`src/pwm_params.svh`:
```
`ifndef PWM_PARAMS_SVH
`define PWM_PARAMS_SVH
// What this block does
// Clock select bit picks internal or external clock
// On bit off forces low; duty n gives n+1
// Period is 256 clocks, external may be 512
// Prescale bit doubles external division to 512
// Switch-on delay is code times 32 clocks
// Host writes duty, delay, then modulator enable
// Both enables in one write start in step
// Bad external clock: ignore, fault pin, flag
// Recover after flag read and clock in range
// Calibration word, then chip-select low pulse timed
// Pulse outside slot leaves period unchanged
// Gang mode: channel 1 uses channel 0 settings
// Gang status copied; bits 3 to 5 independent
// Gang mode: only channel 0 sense ratio counts
// Own open-load and short flags per own bits
// Gang overcurrent turns off and flags both
// Gang short or overtemp turns off both
// Gang retry count shared and mirrored
// Delatching channel 0 delatches both in gang
// Overtemp in on or off state: flag, pin
// Pin releases on turn-on with both cool
// Overtemp flag clears on read, cool, pin high
// Fault pin live; flags stick until read

// ---------------------------------------------------------------
// Clock and link widths
// ---------------------------------------------------------------
`define CLK_PERIOD_NS 10
`define ADDR_W 4
`define REG_W 16

// ---------------------------------------------------------------
// Device register map
// ---------------------------------------------------------------
`define K_DUTY 3'd0
`define K_CHCFG 3'd1
`define K_OCR 3'd2
`define K_RETRY 3'd3
`define K_FAULT 3'd4
`define A_GENERAL 4'ha
`define A_CALIB 4'hb
`define A_DIAG 4'hc
`define DUTY_ON_BIT 8
`define DUTY_FULL 8'hff
`define CFG_DELAY_HI 2
`define CFG_OL_IDLE 6
`define CFG_OL_ACTIVE 7
`define CFG_OS 8
`define OCR_RATIO 5
`define OCR_INT_CLK 6
`define OCR_PRESCALE 7
`define GCR_PARALLEL 4
`define GCR_EN0 7
`define GCR_EN1 8
`define RETRY_EN 0
`define RETRY_MAX 4'hf
`define DIAG_CLK_FAIL 2
`define DELAY_SHIFT 5
`define CAL_WORD 16'h5ac3
`define INT_PERIOD_DEFAULT 16'h0010

// ---------------------------------------------------------------
// Timing
// ---------------------------------------------------------------
`define EXT_PERIOD_MIN_NS 200
`define EXT_PERIOD_MAX_NS 20000
`define CAL_MIN_NS 25600
`define CAL_MAX_NS 2560000
`define EXT_MIN_CYC ((`EXT_PERIOD_MIN_NS + `CLK_PERIOD_NS - 1) / `CLK_PERIOD_NS)
`define EXT_MAX_CYC (`EXT_PERIOD_MAX_NS / `CLK_PERIOD_NS)
`define CAL_MIN_CYC ((`CAL_MIN_NS + `CLK_PERIOD_NS - 1) / `CLK_PERIOD_NS)
`define CAL_MAX_CYC (`CAL_MAX_NS / `CLK_PERIOD_NS)

// ---------------------------------------------------------------
// Host APB map
// ---------------------------------------------------------------
`define H_CMD 8'h00
`define H_STATUS 8'h04
`define H_RDATA 8'h08
`define H_EXT_HALF 8'h0c
`define H_CS_PULSE 8'h10
`define CMD_READ 31
`define CMD_ADDR_LSB 16
`endif

```
`src/pwm_pkg.sv`:
```
package pwm_pkg;
  typedef enum logic [1:0] {
    CH_IDLE = 2'b00,
    CH_DELAY = 2'b01,
    CH_RUN = 2'b11
  } ch_state_e;
  typedef enum logic [1:0] {
    H_IDLE = 2'b00,
    H_CS_LOW = 2'b01
  } host_state_e;
endpackage

```
`src/pwm_link_if.sv`:
```
`include "pwm_params.svh"
interface pwm_link_if;
  logic reg_wr;
  logic reg_rd;
  logic [`ADDR_W-1:0] reg_addr;
  logic [`REG_W-1:0] reg_wdata;
  logic [`REG_W-1:0] reg_rdata;
  logic reg_rvalid;
  logic ext_clock;
  logic chip_select_low;
  logic fault_status_pin_n;
  modport device (
    input reg_wr, reg_rd, reg_addr, reg_wdata, ext_clock, chip_select_low,
    output reg_rdata, reg_rvalid, fault_status_pin_n
  );
  modport host (
    output reg_wr, reg_rd, reg_addr, reg_wdata, ext_clock, chip_select_low,
    input reg_rdata, reg_rvalid, fault_status_pin_n
  );
endinterface

```
`src/pwm_switch_device.sv`:
```
// Local design decisions: the register addresses and the APB interface to the registers.
`include "pwm_params.svh"
module pwm_switch_device
  import pwm_pkg::*;
#(
  parameter int EXT_MIN = `EXT_MIN_CYC,
  parameter int EXT_MAX = `EXT_MAX_CYC,
  parameter int CAL_MIN = `CAL_MIN_CYC,
  parameter int CAL_MAX = `CAL_MAX_CYC
) (
  input wire logic clk_i,
  input wire logic reset_n_i,
  pwm_link_if.device link,
  input wire logic [1:0] overtemp_i,
  input wire logic [1:0] overcurrent_i,
  input wire logic [1:0] short_circuit_i,
  input wire logic [1:0] output_short_i,
  input wire logic [1:0] open_load_active_i,
  input wire logic [1:0] open_load_idle_i,
  output logic [1:0] channel_out_o,
  output logic [1:0] sense_ratio_o
);
  // ---------------------------------------------------------------
  // Parameter checks
  // ---------------------------------------------------------------
  if (EXT_MIN < 1 || EXT_MAX <= EXT_MIN || EXT_MAX > 65535) begin : g_bad_ext
    $error("external clock window does not fit the monitor");
  end
  if (CAL_MIN < 256 || CAL_MAX <= CAL_MIN || CAL_MAX > 16777215) begin : g_bad_cal
    $error("calibration slot does not fit the timer");
  end

  // Bank used for mirrored settings
  function automatic logic src_of(input logic c, input logic p);
    return p ? 1'b0 : c;
  endfunction

  logic [1:0][8:0] duty;
  logic [1:0][8:0] chcfg;
  logic [1:0][7:0] ocr;
  logic [1:0][7:0] retry_cfg;
  logic [1:0] pwm_en;
  logic parallel;
  logic [2:0] kind;
  logic ch;
  logic [1:0] tripped, on_bit, int_sel, prescale, live;
  logic [1:0][3:0] retry_cnt;
  logic [1:0][5:0] flags;
  logic [15:0] int_period, int_cnt, gap;
  logic int_tick, ext_q, ext_rise, out_range;
  logic monitor_on, fail_active, fail_read, clk_fail_flag, diag_rd;
  logic cal_armed, cal_busy, cs_q, cs_fall, cs_rise;
  logic [23:0] cal_cnt;
  logic fsp_n, rvalid;
  logic [`REG_W-1:0] rdata, rd_word;

  assign kind = link.reg_addr[3:1];
  assign ch = link.reg_addr[0];
  assign diag_rd = link.reg_rd && link.reg_addr == `A_DIAG;
  assign ext_rise = link.ext_clock & ~ext_q;
  assign cs_fall = cs_q & ~link.chip_select_low;
  assign cs_rise = ~cs_q & link.chip_select_low;
  assign monitor_on = |(pwm_en & ~int_sel);
  assign link.reg_rdata = rdata;
  assign link.reg_rvalid = rvalid;
  assign link.fault_status_pin_n = fsp_n;

  // ---------------------------------------------------------------
  // Register writes
  // ---------------------------------------------------------------
  always_ff @(posedge clk_i or negedge reset_n_i) begin
    if (!reset_n_i) begin
      duty <= '0;
      chcfg <= '0;
      ocr <= '0;
      retry_cfg <= '0;
      pwm_en <= '0;
      parallel <= 1'b0;
    end else if (link.reg_wr) begin
      case (kind)
        `K_DUTY: duty[ch] <= link.reg_wdata[8:0];
        `K_CHCFG: chcfg[ch] <= link.reg_wdata[8:0];
        `K_OCR: ocr[ch] <= link.reg_wdata[7:0];
        `K_RETRY: retry_cfg[ch] <= link.reg_wdata[7:0];
        default: ;
      endcase
      // One write carries both enables, so channels start together
      if (link.reg_addr == `A_GENERAL) begin
        pwm_en <= {link.reg_wdata[`GCR_EN1], link.reg_wdata[`GCR_EN0]};
        parallel <= link.reg_wdata[`GCR_PARALLEL];
      end
    end
  end

  // Internal PWM clock divider
  always_ff @(posedge clk_i or negedge reset_n_i) begin
    if (!reset_n_i) begin
      int_cnt <= '0;
      int_tick <= 1'b0;
    end else if (int_cnt >= int_period - 16'd1) begin
      int_cnt <= '0;
      int_tick <= 1'b1;
    end else begin
      int_cnt <= int_cnt + 16'd1;
      int_tick <= 1'b0;
    end
  end

  // ---------------------------------------------------------------
  // External clock monitor
  // ---------------------------------------------------------------
  // Out of range until a good period is seen, so a dead pin fails at once
  always_ff @(posedge clk_i or negedge reset_n_i) begin
    if (!reset_n_i) begin
      ext_q <= 1'b0;
      gap <= '0;
      out_range <= 1'b1;
    end else begin
      ext_q <= link.ext_clock;
      if (ext_rise) begin
        gap <= 16'd1;
        out_range <= (gap < 16'(EXT_MIN)) || (gap >= 16'(EXT_MAX));
      end else if (gap < 16'(EXT_MAX)) begin
        gap <= gap + 16'd1;
      end else begin
        out_range <= 1'b1;
      end
    end
  end

  // Failure state, released after the flag was read and the clock is back in range, or once no enabled channel uses the external clock
  always_ff @(posedge clk_i or negedge reset_n_i) begin
    if (!reset_n_i) begin
      fail_active <= 1'b0;
      fail_read <= 1'b0;
      clk_fail_flag <= 1'b0;
    end else begin
      clk_fail_flag <= (monitor_on && out_range) | (clk_fail_flag & ~diag_rd);
      if (!fail_active && monitor_on && out_range) begin
        fail_active <= 1'b1;
      end else if (fail_active && (!monitor_on || (fail_read && !out_range))) begin
        fail_active <= 1'b0;
      end
      if (!fail_active) begin
        fail_read <= 1'b0;
      end else if (diag_rd) begin
        fail_read <= 1'b1;
      end
    end
  end

  // ---------------------------------------------------------------
  // Internal clock calibration
  // ---------------------------------------------------------------
  // Pulse length is one switching period, so the clock period is it over 256
  always_ff @(posedge clk_i or negedge reset_n_i) begin
    if (!reset_n_i) begin
      cs_q <= 1'b1;
      cal_armed <= 1'b0;
      cal_busy <= 1'b0;
      cal_cnt <= '0;
      int_period <= `INT_PERIOD_DEFAULT;
    end else begin
      cs_q <= link.chip_select_low;
      if (link.reg_wr && link.reg_addr == `A_CALIB && link.reg_wdata == `CAL_WORD) begin
        cal_armed <= 1'b1;
      end else if (cal_armed && cs_fall) begin
        cal_armed <= 1'b0;
        cal_busy <= 1'b1;
        cal_cnt <= 24'd1;
      end else if (cal_busy && cs_rise) begin
        cal_busy <= 1'b0;
        if (cal_cnt >= 24'(CAL_MIN) && cal_cnt <= 24'(CAL_MAX)) begin
          int_period <= cal_cnt[23:8];
        end
      end else if (cal_busy && cal_cnt != '1) begin
        cal_cnt <= cal_cnt + 24'd1;
      end
    end
  end

  // ---------------------------------------------------------------
  // Channels
  // ---------------------------------------------------------------
  for (genvar g = 0; g < 2; g++) begin : g_ch
    logic src, oc_ev, sc_ev, ot_ev, cause_gone, on_q, delatch, retry_now;
    logic tick, half, e_retry_en, fault_rd;
    logic [8:0] e_duty;
    logic [2:0] e_delay;
    logic [5:0] set_f, clr_f;
    logic [7:0] dly, cnt;
    ch_state_e state;

    // Ganged channel 1 takes bank 0 except its diagnostic bits
    assign src = src_of(1'(g), parallel);
    assign e_duty = duty[src];
    assign e_delay = chcfg[src][`CFG_DELAY_HI:0];
    assign int_sel[g] = ocr[src][`OCR_INT_CLK];
    assign prescale[g] = ocr[src][`OCR_PRESCALE];
    assign on_bit[g] = e_duty[`DUTY_ON_BIT];
    assign e_retry_en = retry_cfg[src][`RETRY_EN];
    assign oc_ev = parallel ? |overcurrent_i : overcurrent_i[g];
    assign sc_ev = parallel ? |short_circuit_i : short_circuit_i[g];
    assign ot_ev = parallel ? |overtemp_i : overtemp_i[g];
    assign cause_gone = !oc_ev && !sc_ev && !(|overtemp_i);
    assign delatch = on_bit[g] && !on_q;
    assign retry_now = tripped[g] && e_retry_en && cause_gone && retry_cnt[g] != `RETRY_MAX;
    assign tick = int_sel[g] ? int_tick : (ext_rise && !fail_active && (!prescale[g] || half));
    assign fault_rd = link.reg_rd && kind == `K_FAULT && ch == 1'(g);
    assign set_f = {open_load_idle_i[g] & chcfg[g][`CFG_OL_IDLE],
                    open_load_active_i[g] & chcfg[g][`CFG_OL_ACTIVE],
                    output_short_i[g] & chcfg[g][`CFG_OS], ot_ev, sc_ev, oc_ev};
    assign clr_f = fault_rd ? {3'b111, fsp_n, ~tripped[g], ~tripped[g]} : 6'b0;
    assign live[g] = |set_f[5:3];

    // Trip, delatch and auto-retry
    always_ff @(posedge clk_i or negedge reset_n_i) begin
      if (!reset_n_i) begin
        tripped[g] <= 1'b0;
        retry_cnt[g] <= '0;
        on_q <= 1'b0;
      end else begin
        on_q <= on_bit[g];
        if (oc_ev || sc_ev || ot_ev) begin
          tripped[g] <= 1'b1;
        end else if (delatch && cause_gone) begin
          tripped[g] <= 1'b0;
          retry_cnt[g] <= '0;
        end else if (retry_now) begin
          tripped[g] <= 1'b0;
          retry_cnt[g] <= retry_cnt[g] + 4'd1;
        end
      end
    end

    // Sticky fault flags; a new event beats the read clear
    always_ff @(posedge clk_i or negedge reset_n_i) begin
      if (!reset_n_i) begin
        flags[g] <= '0;
      end else begin
        flags[g] <= set_f | (flags[g] & ~clr_f);
      end
    end

    // Modulator sequence: idle, switch-on delay, run
    always_ff @(posedge clk_i or negedge reset_n_i) begin
      if (!reset_n_i) begin
        state <= CH_IDLE;
        dly <= '0;
        cnt <= '0;
        half <= 1'b0;
      end else begin
        if (state == CH_IDLE) begin
          half <= 1'b0;
        end else if (ext_rise) begin
          half <= ~half;
        end
        case (state)
          CH_IDLE: begin
            cnt <= '0;
            if (pwm_en[g] && e_delay == 3'd0) begin
              state <= CH_RUN;
            end else if (pwm_en[g]) begin
              dly <= 8'(e_delay) << `DELAY_SHIFT;
              state <= CH_DELAY;
            end
          end
          CH_DELAY: begin
            if (!pwm_en[g]) begin
              state <= CH_IDLE;
            end else if (tick) begin
              dly <= dly - 8'd1;
              if (dly == 8'd1) begin
                state <= CH_RUN;
              end
            end
          end
          CH_RUN: begin
            if (!pwm_en[g]) begin
              state <= CH_IDLE;
            end else if (tick) begin
              cnt <= cnt + 8'd1;
            end
          end
          default: state <= CH_IDLE;
        endcase
      end
    end

    // Output stage; in run a failed clock falls back to the on bit
    always_ff @(posedge clk_i or negedge reset_n_i) begin
      if (!reset_n_i) begin
        channel_out_o[g] <= 1'b0;
        sense_ratio_o[g] <= 1'b0;
      end else begin
        sense_ratio_o[g] <= ocr[src][`OCR_RATIO];
        if (!on_bit[g] || tripped[g]) begin
          channel_out_o[g] <= 1'b0;
        end else if (state == CH_DELAY) begin
          channel_out_o[g] <= 1'b0;
        end else if (state == CH_RUN && (int_sel[g] || !fail_active)) begin
          channel_out_o[g] <= (e_duty[7:0] == `DUTY_FULL) || (cnt <= e_duty[7:0]);
        end else begin
          channel_out_o[g] <= 1'b1;
        end
      end
    end
  end

  // Fault pin follows live causes, held trips and a failed external clock
  always_ff @(posedge clk_i or negedge reset_n_i) begin
    if (!reset_n_i) begin
      fsp_n <= 1'b1;
    end else begin
      fsp_n <= !((|tripped) || (|live) || fail_active);
    end
  end

  // ---------------------------------------------------------------
  // Read back
  // ---------------------------------------------------------------
  always_comb begin
    rd_word = '0;
    case (kind)
      `K_DUTY: rd_word[8:0] = duty[src_of(ch, parallel)];
      `K_CHCFG: rd_word[8:0] = {chcfg[ch][8:6], chcfg[src_of(ch, parallel)][5:0]};
      `K_OCR: rd_word[7:0] = ocr[src_of(ch, parallel)];
      `K_RETRY: rd_word[7:0] = {retry_cnt[src_of(ch, parallel)], retry_cfg[src_of(ch, parallel)][3:0]};
      `K_FAULT: rd_word[5:0] = flags[ch];
      default: ;
    endcase
    if (link.reg_addr == `A_GENERAL) begin
      rd_word[`GCR_EN1] = pwm_en[1];
      rd_word[`GCR_EN0] = pwm_en[0];
      rd_word[`GCR_PARALLEL] = parallel;
    end
    if (link.reg_addr == `A_DIAG) begin
      rd_word[`DIAG_CLK_FAIL] = clk_fail_flag;
    end
  end

  // One cycle read answer
  always_ff @(posedge clk_i or negedge reset_n_i) begin
    if (!reset_n_i) begin
      rvalid <= 1'b0;
      rdata <= '0;
    end else begin
      rvalid <= link.reg_rd;
      if (link.reg_rd) begin
        rdata <= rd_word;
      end
    end
  end
endmodule

```
`src/flat_wrapper.sv`:
```
// flat-port wrapper written by rule: the top's interface ports become plain ports
module pwm_switch_device_flat import pwm_pkg::*;
#(
  parameter int EXT_MIN = `EXT_MIN_CYC,
  parameter int EXT_MAX = `EXT_MAX_CYC,
  parameter int CAL_MIN = `CAL_MIN_CYC,
  parameter int CAL_MAX = `CAL_MAX_CYC
)
  (clk_i, reset_n_i, overtemp_i, overcurrent_i, short_circuit_i, output_short_i, open_load_active_i, open_load_idle_i, channel_out_o, sense_ratio_o, link_reg_wr, link_reg_rd, link_reg_addr, link_reg_wdata, link_ext_clock, link_chip_select_low, link_reg_rdata, link_reg_rvalid, link_fault_status_pin_n);
  pwm_link_if link_i ();
  input wire logic clk_i;
  input wire logic reset_n_i;
  input wire logic [1:0] overtemp_i;
  input wire logic [1:0] overcurrent_i;
  input wire logic [1:0] short_circuit_i;
  input wire logic [1:0] output_short_i;
  input wire logic [1:0] open_load_active_i;
  input wire logic [1:0] open_load_idle_i;
  output logic [1:0] channel_out_o;
  output logic [1:0] sense_ratio_o;
  input wire logic [$bits(link_i.reg_wr)-1:0] link_reg_wr;
  input wire logic [$bits(link_i.reg_rd)-1:0] link_reg_rd;
  input wire logic [$bits(link_i.reg_addr)-1:0] link_reg_addr;
  input wire logic [$bits(link_i.reg_wdata)-1:0] link_reg_wdata;
  input wire logic [$bits(link_i.ext_clock)-1:0] link_ext_clock;
  input wire logic [$bits(link_i.chip_select_low)-1:0] link_chip_select_low;
  output wire logic [$bits(link_i.reg_rdata)-1:0] link_reg_rdata;
  output wire logic [$bits(link_i.reg_rvalid)-1:0] link_reg_rvalid;
  output wire logic [$bits(link_i.fault_status_pin_n)-1:0] link_fault_status_pin_n;
  assign link_i.reg_wr = link_reg_wr;
  assign link_i.reg_rd = link_reg_rd;
  assign link_i.reg_addr = link_reg_addr;
  assign link_i.reg_wdata = link_reg_wdata;
  assign link_i.ext_clock = link_ext_clock;
  assign link_i.chip_select_low = link_chip_select_low;
  assign link_reg_rdata = link_i.reg_rdata;
  assign link_reg_rvalid = link_i.reg_rvalid;
  assign link_fault_status_pin_n = link_i.fault_status_pin_n;
  pwm_switch_device #(.EXT_MIN(EXT_MIN), .EXT_MAX(EXT_MAX), .CAL_MIN(CAL_MIN), .CAL_MAX(CAL_MAX)) u_core (.clk_i(clk_i), .reset_n_i(reset_n_i), .link(link_i), .overtemp_i(overtemp_i), .overcurrent_i(overcurrent_i), .short_circuit_i(short_circuit_i), .output_short_i(output_short_i), .open_load_active_i(open_load_active_i), .open_load_idle_i(open_load_idle_i), .channel_out_o(channel_out_o), .sense_ratio_o(sense_ratio_o));
endmodule
```
`config.mk`:
```
export PLATFORM = sky130hd
export DESIGN_NAME = pwm_switch_device_flat
export DESIGN_NICKNAME = d
export VERILOG_FILES = /design/src/pwm_pkg.sv /design/src/pwm_link_if.sv /design/src/pwm_switch_device.sv /design/src/flat_wrapper.sv
export VERILOG_INCLUDE_DIRS = /design/src
export SDC_FILE = /design/constraint.sdc
export NUM_CORES = 1
export LEC_CHECK = 0
export BUFFER_PORTS_ARGS = -buffer_cell sky130_fd_sc_hd__clkbuf_2
export CAP_MARGIN = 0
export CELL_PAD_IN_SITES_DETAIL_PLACEMENT = 1
export CELL_PAD_IN_SITES_GLOBAL_PLACEMENT = 1
export CORE_UTILIZATION = 35
export DETAILED_ROUTE_END_ITERATION = 10
export PLACE_DENSITY = 0.68
export SYNTH_ARGS = -nofsm -noshare
export SYNTH_HDL_FRONTEND = slang
export SYNTH_SLANG_ARGS = --single-unit
```
`constraint.sdc`:
```
create_clock -name clk_i -period 3.9 [get_ports clk_i]
set_input_delay 0.585 -clock clk_i [delete_from_list [all_inputs] [get_ports clk_i]]
set_output_delay 0.585 -clock clk_i [all_outputs]
set_load 0.005 [all_outputs]
```
==> results of run 1 <==
-- layout make-up --
type | instances | area, µm² | share of cell area [%]
Clock inverter | 12 | 146 | 1.04
Sequential cell | 221 | 5540 | 39.4
Inverter | 55 | 206 | 1.47
Multi-Input combinational cell | 908 | 6400 | 45.5
Clock buffer | 38 | 767 | 5.45
Tap cell | 455 | 569 | 4.05
Timing Repair Buffer | 73 | 440 | 3.13
-- power groups by stage --
| stage | combinational (mW) | clock, mW | sequential, mW |
|---|---|---|---|
| final | 1.57 | 2.60 | 2.98 |
| after global routing | 1.76 | 2.75 | 3.03 |
| after CTS | 1.58 | 2.67 | 2.98 |
| after detailed placement | 1.56 | 0 | 3.02 |
| after global placement | 1.49 | 0 | 3.00 |
| after floorplan | 1.13 | 0 | 2.87 |
-- metrics by stage --
stage               worst slack (ns)  hold WS [ns]  instance area, µm²
global route                   0.401         0.147               14100
global placement               0.701         0.440               13200
CTS                            0.592         0.138               14100
finish                         0.620         0.113               14100
floorplan                      0.871         0.289               12400
detailed placement             0.613         0.448               13200
-- layer usage --
metal	vias to the layer above	track usage (%)	routed length (µm)
met5	-	0	17
met4	2	4.55	705
met3	45	2.75	1260
met2	170	32.4	16700
met1	5055	27.2	16200
li1	4648	-	-
-- worst max path at each step --
stage	to	slack, ns
after detailed placement	u_core.int_tick$_DFF_PN0_	0.61
after global placement	u_core.int_tick$_DFF_PN0_	0.70
after CTS	u_core.int_tick$_DFF_PN0_	0.59
after global routing	u_core.int_tick$_DFF_PN0_	0.40
final	u_core.int_tick$_DFF_PN0_	0.62
after floorplan	u_core.int_cnt[10]$_DFF_PN0_	0.87
-- synth_stat cells, drive strengths merged, types with 5 or more instances --
cell type / number / area (µm²)
a211oi: 7 / 52.6
a21boi: 15 / 113
a21o: 5 / 37.5
a21oi: 37 / 185
a221o: 10 / 100
a221oi: 16 / 140
a22o: 12 / 105
a31oi: 9 / 56.3
and2: 15 / 101
and3: 17 / 108
buf: 26 / 161
clkbuf: 33 / 124
dfrtp: 217 / 5430
ha: 52 / 651
inv: 54 / 203
mux2: 73 / 830
mux2i: 35 / 350
nand2: 97 / 364
nand2b: 12 / 75.1
nand3: 49 / 245
nand3b: 8 / 60.1
nand4: 26 / 163
nor2: 76 / 288
nor2b: 19 / 119
nor3: 44 / 220
nor3b: 6 / 45.0
nor4: 19 / 131
nor4b: 8 / 70.1
o2111ai: 7 / 61.3
o211ai: 9 / 67.6
o21ai: 52 / 260
o22ai: 14 / 87.6
o31ai: 14 / 105
or2: 10 / 62.6
or3: 9 / 56.3
or4: 17 / 129
xnor2: 32 / 280
xor2: 15 / 131
-- critical path, stage by stage (launching register included) --
cell	delay, ns
dfrtp_1	0.41
or3_1	0.42
nor3_1	0.36
nand3_1	0.23
nor3_1	0.23
xnor2_1	0.15
ha_1	0.26
o21a_1	0.17
o21ai_0	0.15
a21oi_1	0.06
buf_4	0.20
or4_1	0.51
-- cell families (layout without fill, tap and decap cells) --
logic type,Yosys count,count (layout),synth area share [%]
compound gates,244,244,13.8
xor+xnor,47,47,3.32
fa+ha+maj,52,52,5.25
buf+inv,114,178,3.97
flops,221,221,44.7
mux,109,109,9.70
other cells,1,7,0.0302
simple gates,449,449,19.3
-- cell usage in the layout, fill, tap and decap left out, types with 10 or more instances in the layout --
cell,n
buf_4,20
and3_1,16
o22ai_1,14
ha_1,52
nor3_1,43
o21ai_0,50
a21boi_0,15
o31ai_1,14
nor2_1,75
or4_1,16
nor2b_1,18
a21oi_1,37
nand2_1,97
nand3_1,49
nor4_1,17
a22o_1,12
inv_1,54
xor2_1,15
xnor2_1,32
mux2_2,71
mux2i_1,35
or2_2,10
a221o_1,10
clkbuf_16,27
nand2b_1,12
clkbuf_2,51
dfrtp_1,217
a221oi_1,16
nand4_1,26
==> metrics.cfg, run 1 <==
[power]
powerDensity_nw_per_um2=508
p_sw_mw=2.30
p_leak_nw=6.14
switching_share_pct=32.2
p_comb_share_pct=21.9
ir_drop_uv=364
power.total_mw=7.15
p_int_mw=4.84
pwr-share-seq_pct=41.7
clockPowerShare_pct=36.4

[sta]
drv_slew=0
hold_violations=0
clock_skew_ns=0.0286
max_freq_mhz=305
fin_crit_sh_pct=84.1
rsz0062_at_grt=false
relSlewSlack_pct=29.0
tns_ns=0
finalCriticalPeriod_ns=3.28
tightest_slew_ns=1.06
setup-violations-final=0

[floorplanning]
dieArea_um2=36200
core_um2=34700
io_pins=60
initial_utilization_pct=35.7
die_y_um=190
fp.dieW_um=190
core.rowCount=68

[critical_path]
crit_path_max_fanout=17
critPathLaunchType=flip-flop
r2r_setup_slack_ns=0.62
critPathRequiredTime_ns=4.31
worst-setup-path-type=reg2reg
r2r_start=u_core.int_period[3]$_DFFE_PN0P_
rr_worst_depth=11
r2r-end=u_core.int_tick$_DFF_PN0_
end_kind=flip-flop
worstPathArrival_ns=3.69
crit_path_start=u_core.int_period[3]$_DFFE_PN0P_

[global_routing]
grt_pass1_vias=10252
antenna_found_initial=1
track_usage_pct=19.7
grt_pass1_wl_um=57100
grt_overflow_total=0
grt_max_degree=129

[final_layout]
drive_gt1_share_pct=17.0
num_antenna_cells=0
utilization_pct=40.5
fill_cells=3874
largest_register_ffs=24
nets=1376
area_delta_synth_final_pct=13.5
top_register=u_core.cal_cnt
finalNonFillerCells=1762
top_regs=u_core.cal_cnt x24, u_core.chcfg x18, u_core.duty x18

[place]
hpwl_um=24400
place_inst=1712
portBuffers=52
gp_congestion=0.830

[detailed_routing]
drt-pass1-iter-count=5
drc=0
initialDrtViolationCount=548
vias=9920
post_drt_wl_per_cell_um=19.8
wl_um=34800
drt-vias-per-instance=5.63
ant_nets=0

[status]
status=complete, no violations

[clocking]
clock_sinks=221
htreeDepth=1
hold_buffers=0
clk_pin_slew_worst_paths_ns=0.06
cts_tree=yes
root_buffer=clkbuf_16
numCtsBuffers=27
cts_setup_buffers=0
cts_resized=0
cts.path.max_buffers=3
clk_latency_ns=0.56

[yosys]
yosys_register_bits=221
async_flop_share_pct=100
ys_types=80
netlist_instances=1237
syn_area_um2=12400
ys_warn_count=0
avgSynthCellArea_um2=10.0
ys_seq_area_share_pct=44.7
ys_dominant_reg_cell=dfrtp_1
synth_edf_count=0

[worst_hold_path]
hold_path_class=in2async

[run]
cap_violations=0

Power figures use the tool's default switching activity.
==> run 2, diff against run 1 <==
- clock period: 3.9 -> 3.05 ns (I/O delays scaled with it)
==> run 2 against run 1 <==
  * Flip-flop and latch count unchanged
  * Via count increased by 1.1%
  * Critical path depth increased by 2
  * Worst hold slack got worse by 0.069 ns
  * Utilization increased by 1.1 points
  * Highest routed layer unchanged
  * Wire length increased by 1.6%
  * Clock power increased by 30%
  * Largest power group unchanged
==> metrics.cfg, run 2 (same netlist as run 1, synthesis figures left out) <==
[sta]
whs_ns=0.0436  ; -0.0691 ns
max_freq_mhz=339  ; +11%
hold_violations=0  ; unchanged
tightest_slew_ns=0.899  ; -0.162 ns
setup-violations-final=0  ; unchanged
rsz0062_at_grt=true
drv_slew=0  ; unchanged
relSlewSlack_pct=39.8  ; +11 points
finalCriticalPeriod_ns=2.95  ; -0.329 ns
layout_setup_ws_ns=0.0993  ; -0.521 ns
clock_skew_ns=0.0188  ; -0.00979 ns
fin_crit_sh_pct=96.7  ; +13 points

[critical_path]
rr_worst_depth=13  ; +2
crit_path_max_fanout=6  ; -11
end_kind=flip-flop
r2r_start=u_core.int_period[3]$_DFFE_PN0P_
r2r-end=u_core.int_cnt[4]$_DFF_PN0_
worst-setup-path-type=reg2reg
worstPathArrival_ns=3.38  ; -0.31 ns
critPathLaunchType=flip-flop
r2r_setup_slack_ns=0.1  ; -0.52 ns
critPathRequiredTime_ns=3.48  ; -0.83 ns

[detailed_routing]
post_drt_wl_per_cell_um=19.8  ; +0.15%
met3RoutedLength_um=1130  ; -10%
drc=0  ; unchanged
drt-pass1-iter-count=5  ; unchanged
initialDrtViolationCount=381  ; -30%
ant_nets=0  ; unchanged
drt-vias-per-instance=5.61  ; -0.28%
wl_met2_um=17000  ; +1.7%
vias=10033  ; +1.1%
top_layer=met5
met1_length_um=16400  ; +1.2%
wl_um=35400  ; +1.6%

[global_routing]
track_usage_pct=19.9  ; +0.19 points
antenna_found_initial=1  ; unchanged
grt_pass1_wl_um=57800  ; +1.3%
grt_pass1_vias=10655  ; +3.9%
grt_overflow_total=0  ; unchanged
grt_max_degree=85  ; -34%

[floorplanning]
core_um2=34700  ; unchanged
initial_utilization_pct=35.7  ; unchanged
core.rowCount=68  ; unchanged
die_y_um=190  ; unchanged
dieArea_um2=36200  ; unchanged
io_pins=60  ; unchanged
fp.dieW_um=190  ; unchanged

[worst_hold_path]
hp-start=link_chip_select_low
holdPathStages=1
hold_path_class=in2reg
holdPathEnd=u_core.cs_q$_DFF_PN1_

[final_layout]
drive_gt1_share_pct=19.9  ; +2.9 points
num_antenna_cells=0  ; unchanged
final_cell_mix=dfrtp_1, nand2_1, nor2_1
largest_register_ffs=24  ; unchanged
top_register=u_core.cal_cnt
area_delta_synth_final_pct=16.5
final_common_cell=dfrtp_1
top_regs=u_core.cal_cnt x24, u_core.chcfg x18, u_core.duty x18
utilization_pct=41.6  ; +1.1 points
nets=1402  ; +1.9%
design_area_um2=14400  ; +2.7%

[clocking]
htreeDepth=1  ; unchanged
clk_pin_slew_worst_paths_ns=0.06  ; about the same
root_buffer=clkbuf_16
cts.path.max_buffers=3  ; unchanged
numCtsBuffers=27  ; unchanged
clock_sinks=221  ; unchanged
cts_tree=yes
clk_latency_ns=0.56  ; about the same

[status]
status=complete, no violations

[power]
p_leak_nw=6.31  ; +2.8%
ir_drop_uv=477  ; +31%
power.total_mw=9.24  ; +29%
powerDensity_nw_per_um2=640  ; +26%

[place]
hpwl_um=25400  ; +4.1%
gp_congestion=0.811  ; -2.3%
portBuffers=52  ; unchanged
post_dp_cell_area_um2=13400  ; +1.6%
post-place-ws_ns=-0.290  ; -0.903 ns

[run]
cap_violations=0  ; unchanged

==> run 2: changes by cell type in the layout (fill, tap and decap cells not counted), moves of 3 or more <==
cell / delta
buf_12: +3
buf_4: +19
buf_6: +3
clkbuf_1: -4
clkinv_2: +3
nor3_1: -4
==> run 2: report_power, final <==
part | total [mW] | leakage, nW | internal [mW] | switching (mW)
Sequential | 3.81 | 2.81 | 3.35 | 0.454
Combinational | 2.06 | 3.04 | 0.872 | 1.18
Clock | 3.38 | 0.463 | 2.04 | 1.34
Total | 9.24 | 6.31 | 6.26 | 2.98
==> run 2: worst max-delay path: stages (launching register included) <==
cell       delay [ns]
dfrtp_1          0.39
or3_4            0.42
nor3b_4          0.21
nand2_2          0.11
nor4_4           0.28
xnor2_1          0.11
ha_1             0.30
nand4_1          0.13
buf_4            0.18
nor3_4           0.11
o2111ai_2        0.15
a21oi_4          0.23
buf_6            0.16
nor3_1           0.05
==> run 2: repair_timing <==
item	CTS	global route
gates resized for setup	6	19
hold endpoints to repair	79	0
hold buffers	1	0
gates cloned	0	1
setup endpoints to repair	17	17
pin swaps	1	4
setup buffers	0	1
==> run 2: cell type report <==
cell class	count	area (µm²)
Sequential cell	221	5540
Multi-Input combinational cell	908	6510
Tap cell	455	569
Timing Repair Buffer	99	687
Clock inverter	17	209
Inverter	55	206
Clock buffer	32	724
Fill cell	3931	20300
==> run 2: per-stage QoR <==
stage                     cells  TNS (ns)
after global routing       1787    -0.795
after floorplan            1243         0
after detailed placement   1735     -3.73
after CTS                  1785         0
final                      1787         0
after global placement     1735     -1.34
==> run 2: how the worst max path moves through the flow <==
stage / start / to / slack [ns] / cells after the start
floorplan: u_core.int_period[3]$_DFFE_PN0P_ / u_core.int_cnt[10]$_DFF_PN0_ / 0.02 / 12
global placement: u_core.int_period[3]$_DFFE_PN0P_ / u_core.int_cnt[14]$_DFF_PN0_ / -0.13 / 10
detailed placement: u_core.int_period[3]$_DFFE_PN0P_ / u_core.int_cnt[14]$_DFF_PN0_ / -0.29 / 10
CTS: u_core.int_period[8]$_DFFE_PN0P_ / u_core.int_cnt[3]$_DFF_PN0_ / 0.02 / 13
global route: u_core.int_period[3]$_DFFE_PN0P_ / u_core.int_cnt[4]$_DFF_PN0_ / -0.07 / 13
finish: u_core.int_period[3]$_DFFE_PN0P_ / u_core.int_cnt[4]$_DFF_PN0_ / 0.1 / 13
==> run 2: layer usage <==
metal,vias up,global-route usage [%]
li1,4700,-
met1,5109,26.5
met2,162,33.6
met3,60,2.55
met4,2,5.38
met5,-,0
